File: config.mk
export PLATFORM = sky130hd
export DESIGN_NAME = elapsed_time_counter
export DESIGN_NICKNAME = d
export VERILOG_FILES = /design/src/logic/etc_pkg.sv /design/src/logic/elapsed_time_counter.sv
export SDC_FILE = /design/constraint.sdc
export NUM_CORES = 1
export LEC_CHECK = 0
export ABC_AREA = 1
export BUFFER_PORTS_ARGS = -buffer_cell sky130_fd_sc_hd__buf_2
export CORE_UTILIZATION = 40
export CTS_BUF_LIST = sky130_fd_sc_hd__clkbuf_4 sky130_fd_sc_hd__clkbuf_8
export CTS_CLUSTER_SIZE = 28
export DETAILED_ROUTE_END_ITERATION = 10
export PLACE_DENSITY = 0.63
export REMOVE_ABC_BUFFERS = 1
export SKIP_LAST_GASP = 1
export SYNTH_ARGS = -nofsm -noshare
export SYNTH_HDL_FRONTEND = slang
export SYNTH_SLANG_ARGS = --single-unit
export TNS_END_PERCENT = 30
File: constraint.sdc
create_clock -name clk_sys -period 3.9 [get_ports clk_sys]
set_clock_uncertainty 0.15 [all_clocks]
set_input_delay 0.39 -clock clk_sys [delete_from_list [all_inputs] [get_ports clk_sys]]
set_output_delay 0.39 -clock clk_sys [all_outputs]
set_load 0.02 [all_outputs]
File: src/logic/etc_pkg.sv
package etc_pkg;

  // Register addresses on the byte-wide bus
  localparam logic [3:0] ADDR_FRACTION_LOW = 4'h0;
  localparam logic [3:0] ADDR_FRACTION_HIGH = 4'h1;
  localparam logic [3:0] ADDR_SECONDS_BYTE0 = 4'h2;
  localparam logic [3:0] ADDR_SECONDS_BYTE1 = 4'h3;
  localparam logic [3:0] ADDR_SECONDS_BYTE2 = 4'h4;
  localparam logic [3:0] ADDR_SECONDS_BYTE3 = 4'h5;
  localparam logic [3:0] ADDR_MATCH_BYTE0 = 4'h6;
  localparam logic [3:0] ADDR_MATCH_BYTE1 = 4'h7;
  localparam logic [3:0] ADDR_MATCH_BYTE2 = 4'h8;
  localparam logic [3:0] ADDR_MATCH_BYTE3 = 4'h9;
  localparam logic [3:0] ADDR_PRIMARY_CONTROL = 4'hA;
  localparam logic [3:0] ADDR_RATE_CONTROL = 4'hB;
  localparam logic [3:0] ADDR_EVENT_FLAGS = 4'hC;

  // Primary control bit positions
  localparam int CTL_COPY_EN = 7;
  localparam int CTL_OSC_EN = 6;
  localparam int CTL_CFG_HI = 5;
  localparam int CTL_CFG_LO = 4;
  localparam int CTL_EVENT_POL = 3;
  localparam int CTL_SQUARE_EN = 2;
  localparam int CTL_PERIODIC_IRQ = 1;
  localparam int CTL_MATCH_IRQ = 0;

  // Event flag bit positions
  localparam int FLAG_OSC_STOP = 7;
  localparam int FLAG_UPDATE = 6;
  localparam int FLAG_PERIODIC = 1;
  localparam int FLAG_MATCH = 0;

  // Fraction low byte layout
  localparam int FRAC_LOW_NIBBLE = 4;
  localparam int SQUARE_SYNC_BIT = 0;

  // Counter geometry
  localparam int FRACTION_W = 12;
  localparam int SECONDS_W = 32;
  localparam int COUNT_W = 44;

  // Oscillator to count-tick divider (32.768 kHz / 8 = 4.096 kHz)
  localparam int OSC_DIV_RATIO = 8;
  localparam logic [2:0] OSC_DIV_LAST = 3'(OSC_DIV_RATIO - 1);
  localparam real TICK_PERIOD_US = 244.0;

  // Square prescaler: bits at or above this index are below 4096 Hz
  localparam int SQUARE_W = 16;
  localparam int SQUARE_SYNC_LOW = 3;

  // Values after reset
  localparam logic [7:0] CONTROL_RESET = 8'h00;
  localparam logic [7:0] RATE_RESET = 8'h00;
  localparam logic [COUNT_W-1:0] COUNT_RESET = 44'h000_0000_0000;
  localparam logic [31:0] MATCH_RESET = 32'h0000_0000;
  // Pin synchroniser reset: bus strobes idle high, all else low
  localparam logic [21:0] PIN_SYNC_RESET = 22'h03_8000;

  typedef enum logic [1:0] {
    CFG_ALWAYS = 2'b00,
    CFG_EVENT = 2'b01,
    CFG_PRIMARY = 2'b10,
    CFG_BATTERY = 2'b11
  } count_cfg_t;

  // Count bits below the periodic boundary, per rate select
  function automatic logic [5:0] periodic_shift(input logic [3:0] sel);
    logic [5:0] k;
    k = 6'h00;
    case (sel)
      4'h1: k = 6'h00;
      4'h2: k = 6'h01;
      4'h3: k = 6'h02;
      4'h4: k = 6'h03;
      4'h5: k = 6'h04;
      4'h6: k = 6'h05;
      4'h7: k = 6'h09;
      4'h8: k = 6'h0A;
      4'h9: k = 6'h0B;
      4'hA: k = 6'h0C;
      4'hB: k = 6'h12;
      4'hC: k = 6'h18;
      4'hD: k = 6'h1C;
      4'hE: k = 6'h1F;
      4'hF: k = 6'h21;
      default: k = 6'h00;
    endcase
    return k;
  endfunction

endpackage

File: src/logic/elapsed_time_counter.sv
`timescale 1ns/1ps
// Overview of operation
// - 44-bit up counter advances one 244us step per tick while enabled.
// - Running count and user copy; transfer enable governs copy refresh.
// - Supply-time mode counts only on the chosen supply source.
// - Event mode counts while event input sits at its selectable level.
// - During power-fail, event mode ignores the event input and stops counting.
// - Match value equal to whole seconds sets the match flag.
// - Match flag with its enable drives interrupt output low.
// - Periodic flag only runs with a non-zero rate select.
// - Periodic flag sets at the selected rate, stays until written 0.
// - Clearing periodic flag leaves the shared prescaler untouched.
// - Counting continues; periodic flag sets again at each later period boundary.
// - Periodic flag with its enable pulls interrupt output low.
// - Periodic rate spans every 244us to once per 24.27 days.
// - Match, periodic flag and interrupt work on either supply.
// - Writing count bytes shifts periodic timing through the shared chain.
// - Square output has its own prescaler, immune to count writes.
// - Whole seconds sit in four bytes, low first, at 02h to 05h.
// - Fraction at 00h/01h; low nibble in 00h[7:4], 00h[0] square sync.
// - User copy refreshes each tick while transfer is enabled, so host access never stalls counting.
// - Oscillator disabled stops ticks, freezes the count and prescalers, and sets the stop flag.
// - Reset loads defined contents with the oscillator off; host initialises before use.
// - Chip enable with write low writes, with output enable low reads.
// - Two-bit config: always, event and good power, primary, battery.
// - Event polarity 1 counts on high input, 0 on low input.
module elapsed_time_counter
(
  // Clock and reset
  input wire logic clk_sys,
  input wire logic nrst,
  // Oscillator, supply state and event input pins
  input wire logic osc_in,
  input wire logic on_battery,
  input wire logic power_fail,
  input wire logic event_input,
  // Byte-wide host bus
  input wire logic ce_n,
  input wire logic oe_n,
  input wire logic we_n,
  input wire logic [3:0] addr_pins,
  input wire logic [7:0] data_pins_in,
  output logic [7:0] data_pins_out,
  output logic data_pins_oe,
  // Interrupt, open drain
  output logic irq_n_out,
  output logic irq_n_oe,
  // Square wave
  output logic square_out,
  output logic square_oe
);
  import etc_pkg::*;

  // Two-flop synchronisers for every pin
  localparam int SYNC_W = 22;
  logic [SYNC_W-1:0] pin_raw;
  logic [SYNC_W-1:0] sync_a;
  logic [SYNC_W-1:0] sync_b;
  assign pin_raw = {osc_in, on_battery, power_fail, event_input, ce_n, oe_n, we_n, addr_pins, data_pins_in,
                    3'h0};

  always_ff @(posedge clk_sys or negedge nrst) begin
    if (!nrst) begin
      // Strobes start idle, else a phantom write follows reset
      sync_a <= PIN_SYNC_RESET;
      sync_b <= PIN_SYNC_RESET;
    end else begin
      sync_a <= pin_raw;
      sync_b <= sync_a;
    end
  end

  logic osc_s, batt_s, fail_s, event_s, ce_n_s, oe_n_s, we_n_s;
  logic [3:0] addr_s;
  logic [7:0] data_s;
  assign osc_s = sync_b[21];
  assign batt_s = sync_b[20];
  assign fail_s = sync_b[19];
  assign event_s = sync_b[18];
  assign ce_n_s = sync_b[17];
  assign oe_n_s = sync_b[16];
  assign we_n_s = sync_b[15];
  assign addr_s = sync_b[14:11];
  assign data_s = sync_b[10:3];

  // Registers
  logic [7:0] control;
  logic [7:0] rate;
  logic [31:0] match;
  logic square_sync;
  logic [COUNT_W-1:0] running;
  logic [COUNT_W-1:0] user_copy;
  logic copy_dirty;
  logic osc_stop_flag;
  logic update_in_progress_flag;
  logic periodic_flag;
  logic match_flag;

  logic copy_transfer_enable, oscillator_enable, event_polarity, square_out_enable;
  logic periodic_irq_enable, match_irq_enable;
  logic [3:0] periodic_rate_select;
  logic [3:0] square_rate_select;
  count_cfg_t count_cfg;
  assign copy_transfer_enable = control[CTL_COPY_EN];
  assign oscillator_enable = control[CTL_OSC_EN];
  assign count_cfg = count_cfg_t'({control[CTL_CFG_HI], control[CTL_CFG_LO]});
  assign event_polarity = control[CTL_EVENT_POL];
  assign square_out_enable = control[CTL_SQUARE_EN];
  assign periodic_irq_enable = control[CTL_PERIODIC_IRQ];
  assign match_irq_enable = control[CTL_MATCH_IRQ];
  assign periodic_rate_select = rate[7:4];
  assign square_rate_select = rate[3:0];

  // Host bus: capture while the write strobe is low, commit on its release
  logic wr_active, wr_active_d, wr_commit;
  logic [3:0] wr_addr;
  logic [7:0] wr_data;
  assign wr_active = !ce_n_s && !we_n_s && !fail_s;
  assign wr_commit = wr_active_d && !wr_active;

  always_ff @(posedge clk_sys or negedge nrst) begin
    if (!nrst) begin
      wr_active_d <= 1'b0;
      wr_addr <= 4'h0;
      wr_data <= 8'h00;
    end else begin
      wr_active_d <= wr_active;
      if (wr_active) begin
        wr_addr <= addr_s;
        wr_data <= data_s;
      end
    end
  end

  logic wr_control, wr_rate, wr_flags, wr_count;
  assign wr_control = wr_commit && (wr_addr == ADDR_PRIMARY_CONTROL);
  assign wr_rate = wr_commit && (wr_addr == ADDR_RATE_CONTROL);
  assign wr_flags = wr_commit && (wr_addr == ADDR_EVENT_FLAGS);
  assign wr_count = wr_commit && (wr_addr <= ADDR_SECONDS_BYTE3);

  // contents hold their reset values until the host writes them
  always_ff @(posedge clk_sys or negedge nrst) begin
    if (!nrst) begin
      control <= CONTROL_RESET;
      rate <= RATE_RESET;
      match <= MATCH_RESET;
      square_sync <= 1'b0;
    end else begin
      if (wr_control) begin
        control <= wr_data;
      end
      if (wr_rate) begin
        rate <= wr_data;
      end
      if (wr_commit && wr_addr >= ADDR_MATCH_BYTE0 && wr_addr <= ADDR_MATCH_BYTE3) begin
        match[8*(wr_addr - ADDR_MATCH_BYTE0) +: 8] <= wr_data;
      end
      if (wr_commit && wr_addr == ADDR_FRACTION_LOW) begin
        square_sync <= wr_data[SQUARE_SYNC_BIT];
      end
    end
  end

  // Oscillator edge and divide-by-eight tick
  logic osc_d, osc_rise, tick;
  logic [2:0] osc_div;
  assign osc_rise = osc_s && !osc_d && oscillator_enable;
  assign tick = osc_rise && (osc_div == OSC_DIV_LAST);

  always_ff @(posedge clk_sys or negedge nrst) begin
    if (!nrst) begin
      osc_d <= 1'b0;
      osc_div <= 3'h0;
    end else begin
      osc_d <= osc_s;
      if (osc_rise) begin
        osc_div <= osc_div + 3'h1;
      end
    end
  end

  // Counting condition
  logic count_en;
  always_comb begin
    count_en = 1'b0;
    unique case (count_cfg)
      CFG_ALWAYS: count_en = 1'b1;
      CFG_EVENT: count_en = (event_s == event_polarity) && !fail_s;
      CFG_PRIMARY: count_en = !batt_s;
      CFG_BATTERY: count_en = batt_s;
    endcase
  end

  // Running count and user copy
  logic [COUNT_W-1:0] base_count;
  logic [COUNT_W-1:0] next_running;
  logic advance;
  assign advance = tick && count_en;
  // Pending host write is loaded on the first tick after transfer enable returns
  assign base_count = (copy_transfer_enable && copy_dirty) ? user_copy : running;
  assign next_running = advance ? base_count + 44'h001 : base_count;

  always_ff @(posedge clk_sys or negedge nrst) begin
    if (!nrst) begin
      running <= COUNT_RESET;
    end else if (tick) begin
      running <= next_running;
    end
  end

  // copy refresh gated by transfer enable
  always_ff @(posedge clk_sys or negedge nrst) begin
    if (!nrst) begin
      user_copy <= COUNT_RESET;
      copy_dirty <= 1'b0;
    end else if (wr_count) begin
      copy_dirty <= 1'b1;
      if (wr_addr == ADDR_FRACTION_LOW) begin
        user_copy[3:0] <= wr_data[7:FRAC_LOW_NIBBLE];
      end else begin
        user_copy[8*(wr_addr - ADDR_FRACTION_HIGH) + 4 +: 8] <= wr_data;
      end
    end else if (tick && copy_transfer_enable) begin
      user_copy <= next_running;
      copy_dirty <= 1'b0;
    end
  end

  // Update window: the oscillator edge that will cause the next transfer
  always_ff @(posedge clk_sys or negedge nrst) begin
    if (!nrst) begin
      update_in_progress_flag <= 1'b0;
    end else begin
      update_in_progress_flag <= oscillator_enable && (osc_div == OSC_DIV_LAST);
    end
  end

  // Periodic flag: boundaries of the shared running count
  logic [COUNT_W-1:0] period_mask;
  logic periodic_hit;
  assign period_mask = (44'h001 << periodic_shift(periodic_rate_select)) - 44'h001;
  assign periodic_hit = advance && (periodic_rate_select != 4'h0) && ((next_running & period_mask) == '0);

  // Match compare on whole seconds, flag on becoming equal
  logic seconds_equal, seconds_equal_d, match_hit;
  assign seconds_equal = (running[COUNT_W-1:FRACTION_W] == match);
  assign match_hit = seconds_equal && !seconds_equal_d;

  logic clear_periodic, clear_match, clear_osc_stop;
  assign clear_periodic = wr_flags && !wr_data[FLAG_PERIODIC];
  assign clear_match = wr_flags && !wr_data[FLAG_MATCH];
  assign clear_osc_stop = wr_flags && !wr_data[FLAG_OSC_STOP];

  // Flags: a set in the clearing cycle wins
  always_ff @(posedge clk_sys or negedge nrst) begin
    if (!nrst) begin
      seconds_equal_d <= 1'b1;
      periodic_flag <= 1'b0;
      match_flag <= 1'b0;
      osc_stop_flag <= 1'b1;
    end else begin
      seconds_equal_d <= seconds_equal;
      if (periodic_hit) begin
        periodic_flag <= 1'b1;
      end else if (clear_periodic) begin
        periodic_flag <= 1'b0;
      end
      if (match_hit) begin
        match_flag <= 1'b1;
      end else if (clear_match) begin
        match_flag <= 1'b0;
      end
      if (!oscillator_enable) begin
        osc_stop_flag <= 1'b1;
      end else if (clear_osc_stop) begin
        osc_stop_flag <= 1'b0;
      end
    end
  end

  logic irq_active;
  assign irq_active = (match_irq_enable && match_flag) || (periodic_irq_enable && periodic_flag);

  always_ff @(posedge clk_sys or negedge nrst) begin
    if (!nrst) begin
      irq_n_oe <= 1'b0;
    end else begin
      irq_n_oe <= irq_active;
    end
  end
  assign irq_n_out = 1'b0;

  logic [SQUARE_W-1:0] square_div;
  always_ff @(posedge clk_sys or negedge nrst) begin
    if (!nrst) begin
      square_div <= '0;
    end else if (square_sync) begin
      // Sync holds only the sub-4096 Hz stages; faster ones keep running
      square_div[SQUARE_W-1:SQUARE_SYNC_LOW] <= '0;
      if (osc_rise) begin
        square_div[SQUARE_SYNC_LOW-1:0] <= square_div[SQUARE_SYNC_LOW-1:0] + 3'h1;
      end
    end else if (osc_rise) begin
      square_div <= square_div + 16'h0001;
    end
  end

  always_ff @(posedge clk_sys or negedge nrst) begin
    if (!nrst) begin
      square_out <= 1'b0;
      square_oe <= 1'b0;
    end else begin
      square_oe <= !fail_s;
      if (!square_out_enable || !oscillator_enable) begin
        square_out <= 1'b0;
      end else if (square_rate_select == 4'h0) begin
        square_out <= osc_s;
      end else begin
        square_out <= square_div[square_rate_select];
      end
    end
  end

  // Read mux, registered onto the data pins
  logic [7:0] read_data;
  always_comb begin
    read_data = 8'h00;
    unique case (addr_s)
      ADDR_FRACTION_LOW: read_data = {user_copy[3:0], 3'h0, square_sync};
      ADDR_FRACTION_HIGH: read_data = user_copy[11:4];
      ADDR_SECONDS_BYTE0: read_data = user_copy[19:12];
      ADDR_SECONDS_BYTE1: read_data = user_copy[27:20];
      ADDR_SECONDS_BYTE2: read_data = user_copy[35:28];
      ADDR_SECONDS_BYTE3: read_data = user_copy[43:36];
      ADDR_MATCH_BYTE0: read_data = match[7:0];
      ADDR_MATCH_BYTE1: read_data = match[15:8];
      ADDR_MATCH_BYTE2: read_data = match[23:16];
      ADDR_MATCH_BYTE3: read_data = match[31:24];
      ADDR_PRIMARY_CONTROL: read_data = control;
      ADDR_RATE_CONTROL: read_data = rate;
      ADDR_EVENT_FLAGS: read_data = {osc_stop_flag, update_in_progress_flag, 4'h0, periodic_flag, match_flag};
      default: read_data = 8'h00;
    endcase
  end

  // Power-fail floats the data pins
  always_ff @(posedge clk_sys or negedge nrst) begin
    if (!nrst) begin
      data_pins_out <= 8'h00;
      data_pins_oe <= 1'b0;
    end else begin
      data_pins_out <= read_data;
      data_pins_oe <= !ce_n_s && !oe_n_s && we_n_s && !fail_s;
    end
  end

endmodule

# Word level (Yosys, flattened, before mapping)

Memory sizes are Yosys's and may differ from the RTL's.
Index checks and enable logic that the tools add are counted.

Word-level logic and storage cells: 151
Register bits: 226
Output and inout port bits: 13
Memories: 1
ROM bits: 96
Bits of input ports: 21

Magnitude comparators: 4
Muxes and demuxes: 25
Equality and inequality tests: 23
Add/subtract/negate cells: 10
Reduce and logical (&&, ||, !) cells: 55
Shift operators: 5
Bitwise gates (word level): 1

Memories:

| memory          | depth | width | rd ports | clocked after Yosys merged registers in | wr ports | line          | RTL |
|---|---|---|---|---|---|---|---|
| (no name shown) | 16    | 6     | 1        | 0                                       | 0        | etc_pkg.sv:71 | `case (sel)` |

Operators with widths:

| cell                                                  | number |
|---|---|
| two-way mux 44 bit                                    | 4 |
| one-hot mux 8 bit (13 select lines)                   | 1 |
| negation 32 -> 34 bit                                 | 2 |
| adder 44 x 1 -> 44 bit, second input constant         | 1 |
| bitwise AND 44 bit                                    | 1 |
| bitwise mux 44 bit                                    | 1 |
| logical NOT 44 bit                                    | 1 |
| variable shift 8 x 34 -> 44 bit, first input constant | 1 |
| indexed part select 8 x 34 -> 44 bit                  | 1 |
| left shift 1 x 6 -> 44 bit, first input constant      | 1 |
| subtractor 44 x 1 -> 44 bit, second input constant    | 1 |
| two-way mux 40 bit                                    | 1 |
| variable shift 8 x 34 -> 32 bit, first input constant | 1 |
| indexed part select 8 x 34 -> 32 bit                  | 1 |
| bitwise mux 32 bit                                    | 1 |
| equality test 32 bit                                  | 1 |
| equality test 4 bit, second input constant            | 8 |
| two-way mux 16 bit                                    | 2 |
| logical AND 1 bit                                     | 29 |
| adder 16 x 1 -> 16 bit, second input constant         | 1 |
| equality test 4 x 3 -> 1 bit, second input constant   | 4 |
| logical NOT 1 bit                                     | 13 |
| logical NOT 4 bit                                     | 3 |
| two-way mux 1 bit                                     | 11 |
| 25 further kinds                                      | 32 |

# Longest topological paths before layout

Gate-level depths: netlist (run 1).

Word-level depth: 10
Gate-level depth with buffers: 26
Gate-level depth less buffers: 26

# Worst setup path before layout (run 1)

OpenSTA, ideal clock, no wires.

Kind: register to register
Start point: register wr_addr[3]
End point: register match[22]
Period minus slack after synthesis: 3,136 ps
Path buffers: 2
Path slack: 764 ps
Cell stages (with the launch flop): 18
Data arrival time: 2,855 ps
Required time: 3,619 ps
Library setup time: 131 ps
Cells stage by stage: dfrtp_1 buf_2 inv_1 ha_1 nand3_1 nor2_1 inv_1 ha_1 nor4_1 nand2_1 nor3_1 and3_1 nand3_1 inv_1 nand2_1 clkbuf_1 nand2_1 o21ai_0

Cells in the longest elaborated chain, start to end: 4
Elaborated cells between the ends (all ways): 9
Those cells by class: 2 x add/sub; 2 x order compare; 2 x shift; 1 x mux; 2 x reduce/logical

Ends and longest elaborated chain:

| element                                                                                        | line                        | RTL |
|---|---|---|
| from (decl)                                                                                    | elapsed_time_counter.sv:116 | `logic [3:0] wr_addr;` |
| from (signal assigned)                                                                         | elapsed_time_counter.sv:129 | `wr_addr <= addr_s;` |
| subtractor 4 x 3 -> 5 bit                                                                      | elapsed_time_counter.sv:156 | `match[8*(wr_addr - ADDR_MATCH_BYTE0) +: 8] <= wr_data;` |
| negation 32 -> 34 bit                                                                          | elapsed_time_counter.sv:156 |  |
| indexed part select 8 x 34 -> 32 bit / variable shift 8 x 34 -> 32 bit (equally long branches) | elapsed_time_counter.sv:156 |  |
| bitwise mux 32 bit                                                                             | elapsed_time_counter.sv:156 |  |
| to (signal, indexed assignment)                                                                | elapsed_time_counter.sv:156 |  |
| to (decl)                                                                                      | elapsed_time_counter.sv:89  | `logic [31:0] match;` |

Parallel ways exist; a longest one is shown, timed or not.
A chain may end at the register's enable or synchronous reset.

# Worst setup path after layout (run 1)

Start point: register wr_addr[3]
End point: register match[21]

Same word-level chain as after synthesis.

==> out/metrics.yaml, run 1 <==
routing:
  vias: 13909
  drtPass1Iterations: 6
  post_drt_wl_per_cell_um: 20.6
  drc: 0
  antenna_left: 0
  viasPerCell: 5.54
  finalWirelength_um: 51800
  drt_iter0_markers: 1526
cells_and_area:
  drive_gt1_share_pct: 13.2
  antenna_cells: 0
  n_fill_cell: 3497
  nNetsFinal: 2073
  area_growth_pct: 13.6
  post-route-util_pct: 46.2
global_route:
  grt_max_degree: 110
  gr-max-usage-layer: "met2"
  grt_pass1_wl_um: 78500
  grtUsageMet1_pct: 41.6
  grt_use_total_pct: 29.1
  antenna_found_initial: 0
  grt-ovfl-total: 0
  grt_pass1_vias: 12959
  use_met3_pct: 4.54
  met2_usage_pct: 43.1
power:
  p_per_area_mw_per_mm2: 446
  ir_worst_vdd_v: 0.000328
  p_leak_nw: 7.45
min_path:
  whs_path_depth: 0
  hold_path_class: "flop to flop"
sta:
  maxSlewViolCount: 0
  final-setup-viol-count: 0
  finalCritPeriodShare_pct: 90.4
  rsz0062_at_grt: "no"
  fmax_ghz: 0.284
  period_needed_ps: 3530
  tightest_slew_ps: 960
  tns_ps: 0
  hold_violations: 0
  slew_headroom_pct: 35.3
  hold_ws_ps: 195
floorplanning:
  initial_core_util_pct: 40.7
  core_area_mm2: 0.0346
  die_w_um: 190
  io_pins: 34
  rows: 68
  die_area_mm2: 0.0359
  die_h_um: 190
synthesis:
  synth.area.top_cells: "dfrtp_1 39%, nand2_1 14%, inv_1 6.1%"
  post_synth_num_cell_types: 61
  syn_inst: 1933
  yosys_register_bits: 226
  yosysWarnings: 0
  ys_seq_area_share_pct: 40.2
  synthDominantCellAreaShare_pct: 38.8
  async_flop_share_pct: 100
  synth_edf_count: 0
  yosys.area.top_type: "dfrtp_1"
  synthFlopType: "dfrtp_1"
  syn-cell-area_mm2: 0.0141
  postSynthAreaPerCell_um2: 7.28
setup_path:
  path_max_fanout: 16
  cp-end-kind: "flop"
  crit_buf_inv: 3
  cpMaxStageDelayCell: "dfrtp_1"
  cp.arrival_ps: 3810
  rr_worst_depth: 15
  max_stage_delay_ps: 590
  crit_family: "simple AND/OR/NAND/NOR gates"
  cp.depth: 15
  start_kind: "flop"
  critical_path_class: "flop to flop"
  path_cells: "inv_1, ha_1, nand3_1, nor2_1, inv_1, ha_1, nor4_1, nand2_1, nor3_1, and3_1, nand3_1, inv_1, nand2_1, nand2_1, o21ai_0"
  required_ps: 4190
clock_tree:
  path_clk_slew_ps: 70
  cts_root_buf: "clkbuf_8"
  cts.sinks: 226
  numCtsBuffers: 40
  clock_latency_ps: 590
  h-tree-depth: 2
  clk_path_buf_depth: 3
  cts_tree: "done"
outcome:
  status: "finished, final reports clean"
run:
  maxCapViolations: 0
placement:
  hpwl_um: 40700
  globalplace.congestion: 1.06
  portBuffers: 32
-- sequential cells by signal, summed over array words and instances, names as in the netlist, 3 cells and up --
name and cells:
sync_b 19, data_pins_out 8, wr_data 8, control 8, user_copy 44, rate 8
sync_a 19, match 32, osc_div 3, running 44, wr_addr 4, square_div 16
-- synthesized netlist by cell type, types with 17 or more instances --
| cell | number |
|---|---|
| ha_1 | 26 |
| xor2_1 | 35 |
| dfrtp_1 | 218 |
| nor3_1 | 18 |
| clkbuf_1 | 21 |
| a31oi_1 | 40 |
| nor2_1 | 205 |
| o21ai_1 | 40 |
| inv_1 | 227 |
| a21oi_1 | 25 |
| nor2_2 | 30 |
| nand2_1 | 513 |
| a221oi_1 | 17 |
| nand4_1 | 47 |
| nand3_1 | 125 |
| inv_2 | 21 |
| o21ai_0 | 132 |
-- cells in the final DEF, fill, tap and decap left out, types with 16 or more instances in the layout --
master,n
nand2_1,512
inv_1,227
dfrtp_1,218
nor2_1,204
o21ai_0,132
nand3_1,125
nand4_1,47
buf_4,47
clkbuf_8,45
o21ai_1,40
a31oi_1,40
xor2_1,35
nor2_2,31
buf_2,31
ha_1,26
a21oi_1,25
inv_2,21
dlygate4sd3_1,20
nor3_1,18
a221oi_1,17
o22ai_1,16
xnor2_1,16
-- final timing paths --
path,startpoint,slack [ps],end
worst max-delay path,wr_addr[3]$_DFFE_PN0P_,370,match[21]$_DFFE_PN0P_
worst min-delay path,sync_a[20]$_DFF_PN0_,200,sync_b[20]$_DFF_PN0_
worst max register to register,wr_addr[3]$_DFFE_PN0P_,370,match[21]$_DFFE_PN0P_
worst min register to register,sync_a[20]$_DFF_PN0_,200,sync_b[20]$_DFF_PN0_
max in group asynchronous,nrst,2460,running[9]$_DFFE_PN0P_
min in group asynchronous,nrst,310,sync_a[21]$_DFF_PN0_
-- timing repair --
action / 4_1_cts / 5_1_grt
gates resized for setup: 0 / 2
buffers inserted: 0 / 0
setup endpoints to repair: 0 / 1
hold buffers: 20 / 0
hold endpoints to repair: 117 / 0
-- through the flow --
stage,power (W),setup WS (ps),instance area (µm²),instances
6_report,0.00713,374,16000,2510
3_3_place_gp,0.00471,261,14900,2419
3_5_place_dp,0.00472,268,14900,2419
2_1_floorplan,0.00396,369,13800,1881
5_1_grt,0.00746,19.1,16000,2510
4_1_cts,0.00713,252,16000,2510
-- metal layers --
metal  wire length [µm]  part of all wire [%]  vias up
met3               4250                   8.2      126
met5                  0                     0        -
met1              23100                    45     6605
li1                   -                     -     6517
met2              22000                    43      661
met4               2430                   4.7        0
-- report_power, final --
part / internal, W / switching [W]
registers: 0.00266 / 0.000335
clock network: 0.00131 / 0.00107
logic: 0.000544 / 0.00122
total: 0.00451 / 0.00262
-- cell type report --
type                       count  area (µm²)  share of cell area [%]
clock buffer                  55         694                    4.34
clock inverter                16         170                    1.06
inverter                     255         960                    6.00
multi-input combinational   1400        7140                    44.6
sequential                   226        5670                    35.4
tap                          455         569                    3.56
timing repair buffer         103         803                    5.02
-- worst register-to-register path, stage by stage, from the launching register on --
cell and delay, ps:
dfrtp_1 590, inv_1 110, ha_1 320, nand3_1 100, nor2_1 240, inv_1 70, ha_1 290, nor4_1 280
nand2_1 80, nor3_1 140, and3_1 200, nand3_1 160, inv_1 120, nand2_1 270, nand2_1 150, o21ai_0 90
-- cell families after synthesis --
kind of cell	synth area share [%]
compound gates	13.6
xor+xnor	3.29
fa+ha+maj	2.31
buf+inv	9.10
flops	40.2
other cells	0.0266
simple gates	31.5
Note: power is estimated with default switching activity, not from simulation.
==> run 2: changes to the inputs <==
--- a/config.mk
+++ b/config.mk
@@ -5,7 +5,6 @@
 export SDC_FILE = /design/constraint.sdc
 export NUM_CORES = 1
 export LEC_CHECK = 0
-export ABC_AREA = 1
 export BUFFER_PORTS_ARGS = -buffer_cell sky130_fd_sc_hd__buf_2
 export CORE_UTILIZATION = 40
 export CTS_BUF_LIST = sky130_fd_sc_hd__clkbuf_4 sky130_fd_sc_hd__clkbuf_8
==> out/metrics.yaml, run 2 <==
global_route:
  grt_pass1_vias: 12109  # was 12959
  antenna_found_initial: 0  # unchanged
  grt_use_total_pct: 28.3  # was 29.1%
  grt-ovfl-total: 0  # unchanged
  grt_pass1_wl_um: 75600  # was 78500 µm
  grt_max_degree: 85  # was 110
cells_and_area:
  final_cell_mix: "252 x nand2_1, 218 x dfrtp_1, 120 x o21ai_0"  # was 512 x nand2_1, 227 x inv_1, 218 x dfrtp_1
  multi_input_area_mm2: 0.00755  # was 0.00714 mm²
  top_regs: "running x44, user_copy x44, match x32"  # unchanged
  drive_gt1_share_pct: 16.4  # was 13.2%
  ff_latch_area_mm2: 0.00567  # unchanged
  area_growth_pct: 15.3  # was 13.6%
  layout_commonest_cell: "nand2_1"  # unchanged
  post-route-util_pct: 47.0  # was 46.2%
  nNetsFinal: 1650  # was 2073
  fin_area_mm2: 0.0157  # was 0.0160 mm²
  n_fill_cell: 3220  # was 3497
synthesis:
  async_flop_share_pct: 100  # unchanged
  postSynthAreaPerCell_um2: 8.93  # was 7.28 µm²
  ys_seq_area_share_pct: 41.5  # was 40.2%
  syn-cell-area_mm2: 0.0137  # was 0.0141 mm²
  yosys.area.top_type: "dfrtp_1"  # unchanged
  yosys_register_bits: 226  # unchanged
  synthDominantCellAreaShare_pct: 39.9  # was 38.8%
  synthFlopType: "dfrtp_1"  # unchanged
  post_synth_num_cell_types: 87  # was 61
  syn_inst: 1530  # was 1933
  synth_commonest_cells: "253 x nand2_1, 218 x dfrtp_1, 121 x o21ai_0"  # was 513 x nand2_1, 227 x inv_1, 218 x dfrtp_1
  yosysWarnings: 0  # unchanged
  synth_edf_count: 0  # unchanged
  synth.area.top_cells: "dfrtp_1 40%, nand2_1 7.0%, o21ai_0 4.4%"  # was dfrtp_1 39%, nand2_1 14%, inv_1 6.1%
  yosysMostFrequentCell: "nand2_1"  # unchanged
sta:
  hold_ws_ps: 198  # was 195 ps
  final-setup-viol-count: 0  # unchanged
  finalCritPeriodShare_pct: 96.7  # was 90.4%
  period_needed_ps: 3770  # was 3530 ps
  hold_violations: 0  # unchanged
  maxSlewViolCount: 0  # unchanged
  slew_headroom_pct: 29.7  # was 35.3%
  fmax_ghz: 0.265  # was 0.284 GHz
  tightest_slew_ps: 1050  # was 960 ps
  rsz0062_at_grt: "no"  # unchanged
placement:
  globalplace.congestion: 0.985  # was 1.06
  portBuffers: 32  # unchanged
  place_area_mm2: 0.0146  # was 0.0149 mm²
  hpwl_um: 36000  # was 40700 µm
routing:
  antenna_left: 0  # unchanged
  drt_iter0_markers: 1463  # was 1526
  vias: 12580  # was 13909
  post_drt_wl_per_cell_um: 23.9  # was 20.6 µm
  drc: 0  # unchanged
  viasPerCell: 6.05  # was 5.54
  finalWirelength_um: 49600  # was 51800 µm
  drtPass1Iterations: 5  # was 6
setup_path:
  start_kind: "flop"  # unchanged
  rr_worst_depth: 13  # was 15
  cp.arrival_ps: 4080  # was 3810 ps
  critical_path_class: "flop to flop"  # unchanged
  r2r-start: "copy_dirty$_DFFE_PN0P_"  # was wr_addr[3]$_DFFE_PN0P_
  rr_endpoint: "periodic_flag$_DFFE_PN0P_"  # was match[21]$_DFFE_PN0P_
  path_max_fanout: 19  # was 16
  r2r_slack_ps: 130  # was 370 ps
  cp-end-kind: "flop"  # unchanged
  required_ps: 4210  # was 4190 ps
power:
  ir_worst_vdd_v: 0.000354  # was 0.000328 V
  p_per_area_mw_per_mm2: 454  # was 446 mW/mm²
  p_leak_nw: 6.99  # was 7.45 nW
min_path:
  hp-start: "sync_a[12]$_DFF_PN0_"  # was sync_a[20]$_DFF_PN0_
  whs_path_depth: 0  # unchanged
  min_to: "sync_b[12]$_DFF_PN0_"  # was sync_b[20]$_DFF_PN0_
  hold_path_class: "flop to flop"  # unchanged
floorplanning:
  io_pins: 34  # unchanged
  core_area_mm2: 0.0335  # was 0.0346 mm²
  die_area_mm2: 0.0349  # was 0.0359 mm²
  rows: 67  # was 68
  die_h_um: 187  # was 190 µm
  initial_core_util_pct: 40.7  # about the same
  die_w_um: 187  # was 190 µm
outcome:
  status: "finished, final reports clean"  # unchanged
clock_tree:
  cts_root_buf: "clkbuf_8"  # unchanged
  cts.sinks: 226  # unchanged
  numCtsBuffers: 41  # was 40
  cts_tree: "done"  # unchanged
  path_clk_slew_ps: 60  # was 70 ps
  h-tree-depth: 2  # unchanged
  clk_path_buf_depth: 3  # unchanged
  clock_latency_ps: 570  # was 590 ps
run:
  maxCapViolations: 0  # unchanged
[run 2: cell count changes after synthesis, moves of 53 or more]
cell,delta
nand2_1,-260
inv_1,-205
nor2_1,-91
nand3_1,-62
clkbuf_1,+56
mux2i_1,+56
a21oi_1,+53
[run 2: how the worst max path moves through the flow]
stage / from / to / slack (ps) / depth (start not counted)
CTS: copy_dirty$_DFFE_PN0P_ / periodic_flag$_DFFE_PN0P_ / 70 / 12
finish: copy_dirty$_DFFE_PN0P_ / periodic_flag$_DFFE_PN0P_ / 130 / 13
global route: copy_dirty$_DFFE_PN0P_ / periodic_flag$_DFFE_PN0P_ / 2 / 13
floorplan: osc_div[0]$_DFFE_PN0P_ / periodic_flag$_DFFE_PN0P_ / -1120 / 12
global placement: copy_dirty$_DFFE_PN0P_ / periodic_flag$_DFFE_PN0P_ / -130 / 12
detailed placement: copy_dirty$_DFFE_PN0P_ / periodic_flag$_DFFE_PN0P_ / -20 / 12
[run 2: where the power goes]
group	internal [W]	leakage, nW	switching, W
Clock	0.00139	0.471	0.00104
Combinational	0.000652	3.60	0.000932
Sequential	0.00260	2.92	0.000541
[run 2: cell type report]
type / count / area share (%)
antenna: 1 / 0.0159
inverter: 23 / 0.548
clock inverter: 7 / 0.469
sequential: 226 / 36.0
multi-input combinational: 1181 / 48.0
clock buffer: 65 / 5.16
tap: 448 / 3.56
timing repair buffer: 130 / 6.31
[run 2: metal layers]
metal	up-vias	part of all wire [%]	GRT usage, %
met1	6120	43	39.3
met5	-	0	0
met3	152	9.1	5.35
met4	0	4.8	12.5
li1	5613	-	-
met2	695	43	43.0
[run 2: logic make-up after synthesis]
group | count (synthesis) | share of synthesized area [%]
flops | 226 | 41.5
fa+ha+maj | 26 | 2.38
buf+inv | 123 | 3.87
compound gates | 361 | 16.8
simple gates | 599 | 21.3
other cells | 1 | 0.0274
xor+xnor | 106 | 6.79
mux | 88 | 7.32
[run 2: worst max-delay path: stages (launching register included)]
cell       delay, ps
dfrtp_1          460
and2_4           220
buf_12           160
buf_4            230
o32ai_1          330
nand3_1          190
nor4b_4          240
buf_4            190
nand3_2          150
xnor2_2          370
o21ai_0          140
nor4_1           390
o2111ai_1        200
o31ai_2          210
[run 2: per-stage QoR]
step | setup TNS, ps | setup slack (ps) | power (W) | instances
6_report | 0 | 128 | 0.00716 | 2081
5_1_grt | 0 | 1.97 | 0.00744 | 2080
4_1_cts | 0 | 74.6 | 0.00713 | 2078
3_5_place_dp | -22.5 | -22.5 | 0.00467 | 1986
3_3_place_gp | -129 | -129 | 0.00465 | 1986
2_1_floorplan | -49540 | -1120 | 0.00386 | 1430
[run 2: repair_timing]
| item | CTS | global route |
|---|---|---|
| hold buffers | 20 | 0 |
| endpoints found under the setup margin | 1 | 1 |
| pin swaps | 0 | 3 |
| cloned | 0 | 0 |
| setup buffers | 0 | 2 |
| hold endpoints to repair | 87 | 0 |
| resized for setup | 1 | 12 |
==> run 3: changes to the inputs <==
--- a/config.mk
+++ b/config.mk
@@ -6,11 +6,12 @@
 export NUM_CORES = 1
 export LEC_CHECK = 0
 export BUFFER_PORTS_ARGS = -buffer_cell sky130_fd_sc_hd__buf_2
+export CORE_MARGIN = 2
 export CORE_UTILIZATION = 40
 export CTS_BUF_LIST = sky130_fd_sc_hd__clkbuf_4 sky130_fd_sc_hd__clkbuf_8
 export CTS_CLUSTER_SIZE = 28
 export DETAILED_ROUTE_END_ITERATION = 10
-export PLACE_DENSITY = 0.63
+export PLACE_DENSITY = 0.65
 export REMOVE_ABC_BUFFERS = 1
 export SKIP_LAST_GASP = 1
 export SYNTH_ARGS = -nofsm -noshare
==> constraint.sdc (replaced) <==
create_clock -name clk_sys -period 3.3 [get_ports clk_sys]
set_clock_uncertainty 0.15 [all_clocks]
set_input_delay 0.33 -clock clk_sys [delete_from_list [all_inputs] [get_ports clk_sys]]
set_output_delay 0.33 -clock clk_sys [all_outputs]
set_load 0.02 [all_outputs]
==> out/metrics.yaml, run 3 (synthesis gave the netlist of run 2 again) <==
setup_path:
  required_ps: 3620  # was 4210 ps
  path_max_fanout: 5  # was 19
  start_kind: "flop"  # unchanged
  critical_path_class: "flop to flop"  # unchanged
  cp.arrival_ps: 3720  # was 4080 ps
  cp-end-kind: "flop"  # unchanged
floorplanning:
  die_w_um: 189  # was 187 µm
  rows: 67  # unchanged
  die_area_mm2: 0.0357  # was 0.0349 mm²
  die_h_um: 189  # was 187 µm
  io_pins: 34  # unchanged
  initial_core_util_pct: 40.6  # was 40.7%
  core_area_mm2: 0.0336  # was 0.0335 mm²
sta:
  hold_violations: 0  # unchanged
  maxSlewViolCount: 0  # unchanged
  tns_ps: -116  # was 0 ps
  period_needed_ps: 3400  # was 3770 ps
  finalCritPeriodShare_pct: 103  # was 96.7%
  final-setup-viol-count: 2  # was 0
  finalWorstSetupSlack_ps: -96.5  # was 128 ps
  slew_headroom_pct: 33.8  # was 29.7%
  fmax_ghz: 0.294  # was 0.265 GHz
  tightest_slew_ps: 993  # was 1050 ps
  rsz0062_at_grt: "yes"  # was no
global_route:
  grt_pass1_vias: 12809  # was 12109
  grt-ovfl-total: 0  # unchanged
  grt_pass1_wl_um: 77100  # was 75600 µm
  grt_use_total_pct: 28.4  # was 28.3%
  grt_max_degree: 105  # was 85
  antenna_found_initial: 0  # unchanged
routing:
  drtPass1Iterations: 6  # was 5
  vias: 13091  # was 12580
  drt_iter0_markers: 1392  # was 1463
  post_drt_wl_per_cell_um: 22.8  # was 23.9 µm
  viasPerCell: 5.90  # was 6.05
  drc: 0  # unchanged
  antenna_left: 0  # unchanged
  finalWirelength_um: 50600  # was 49600 µm
placement:
  preCtsSetupSlack_ps: -267  # was -22.5 ps
  portBuffers: 32  # unchanged
  globalplace.congestion: 0.989  # was 0.985
  hpwl_um: 37600  # was 36000 µm
cells_and_area:
  nNetsFinal: 1787  # was 1650
  top_regs: "running x44, user_copy x44, match x32"  # unchanged
  ff_latch_area_mm2: 0.00567  # about the same
  n_fill_cell: 3100  # was 3220
  multi_input_area_mm2: 0.00775  # was 0.00755 mm²
  drive_gt1_share_pct: 24.6  # was 16.4%
  final_cell_mix: "253 x nand2_1, 217 x dfrtp_1, 201 x buf_4"  # was 252 x nand2_1, 218 x dfrtp_1, 120 x o21ai_0
  layout_commonest_cell: "nand2_1"  # unchanged
  area_growth_pct: 24.8  # was 15.3%
outcome:
  violations: "negative setup slack"
  status: "complete, but fails checks"  # was finished, final reports clean
clock_tree:
  clk_path_buf_depth: 3  # unchanged
  h-tree-depth: 2  # unchanged
  clock_latency_ps: 570  # about the same
  cts_tree: "done"  # unchanged
  cts_root_buf: "clkbuf_8"  # unchanged
  numCtsBuffers: 41  # unchanged
  cts.sinks: 226  # unchanged
  path_clk_slew_ps: 60  # about the same
min_path:
  hold_path_class: "flop to flop"  # unchanged
power:
  p_leak_nw: 7.74  # was 6.99 nW
  p_total_w: 0.00874  # was 0.00716 W
  p_per_area_mw_per_mm2: 513  # was 454 mW/mm²
  ir_worst_vdd_v: 0.000463  # was 0.000354 V
run:
  maxCapViolations: 0  # unchanged
run 3: final timing paths:
kind | slack, ps | depth (start not counted) | end | startpoint
min in group asynchronous | 290 | 2 | sync_a[5]$_DFF_PN0_ | nrst
setup reg to reg | -100 | 14 | periodic_flag$_DFFE_PN0P_ | osc_div[0]$_DFFE_PN0P_
max in group asynchronous | 1910 | 3 | rate[5]$_DFFE_PN0P_ | nrst
hold reg to reg | 200 | 0 | sync_b[4]$_DFF_PN0_ | sync_a[4]$_DFF_PN0_
hold / removal | 200 | 0 | sync_b[4]$_DFF_PN0_ | sync_a[4]$_DFF_PN0_
setup / recovery | -100 | 14 | periodic_flag$_DFFE_PN0P_ | osc_div[0]$_DFFE_PN0P_
run 3: worst max-delay path, cell delays in order, from the launching register on:
cell and delay, ps:
dfrtp_1 360, ha_2 200, ha_4 130, nand4b_1 180, a31oi_4 270, nand3_4 140, buf_12 170, buf_4 130
nor3_4 260, xnor2_1 140, a22o_1 220, a221o_1 290, nor4_2 250, o2111ai_1 170, o31ai_2 270
run 3: where the power goes:
part           switching (W)  total (W)  internal (W)
logic                0.00122    0.00219      0.000971
registers           0.000584    0.00366       0.00307
clock network        0.00122    0.00289       0.00167
run 3: repair_timing:
action / CTS / global route
endpoints found under the setup margin: 17 / 35
hold buffers: 20 / 0
buffers inserted: 2 / 18
gates cloned: 0 / 2
resized for setup: 12 / 48
pin swaps: 5 / 24
endpoints found under the hold margin: 114 / 0
run 3: layer usage:
layer | routed length (µm) | vias up | global-route usage (%)
li1 | - | 5895 | -
met2 | 22400 | 692 | 43.7
met3 | 5140 | 169 | 6.56
met4 | 2730 | 0 | 13.3
met1 | 20300 | 6335 | 38.1
met5 | 0 | - | 0
run 3: layout make-up:
class	instances	area share [%]
flip-flops and latches	226	33.2
clock inverters	10	0.683
diodes	1	0.0147
clock buffers	63	4.57
repair buffers	266	12.2
multi-input cells	1182	45.5
well taps	448	3.29
inverters	23	0.521
run 3: metrics by stage:
step	area [µm²]	utilization, %	hold slack (ps)	cells
floorplan	13200	-	-116	1430
global placement	15500	46.0	182	2103
detailed placement	15500	46.0	185	2103
CTS	16600	49.5	197	2198
global route	17000	50.7	196	2218
finish	17000	50.7	196	2219
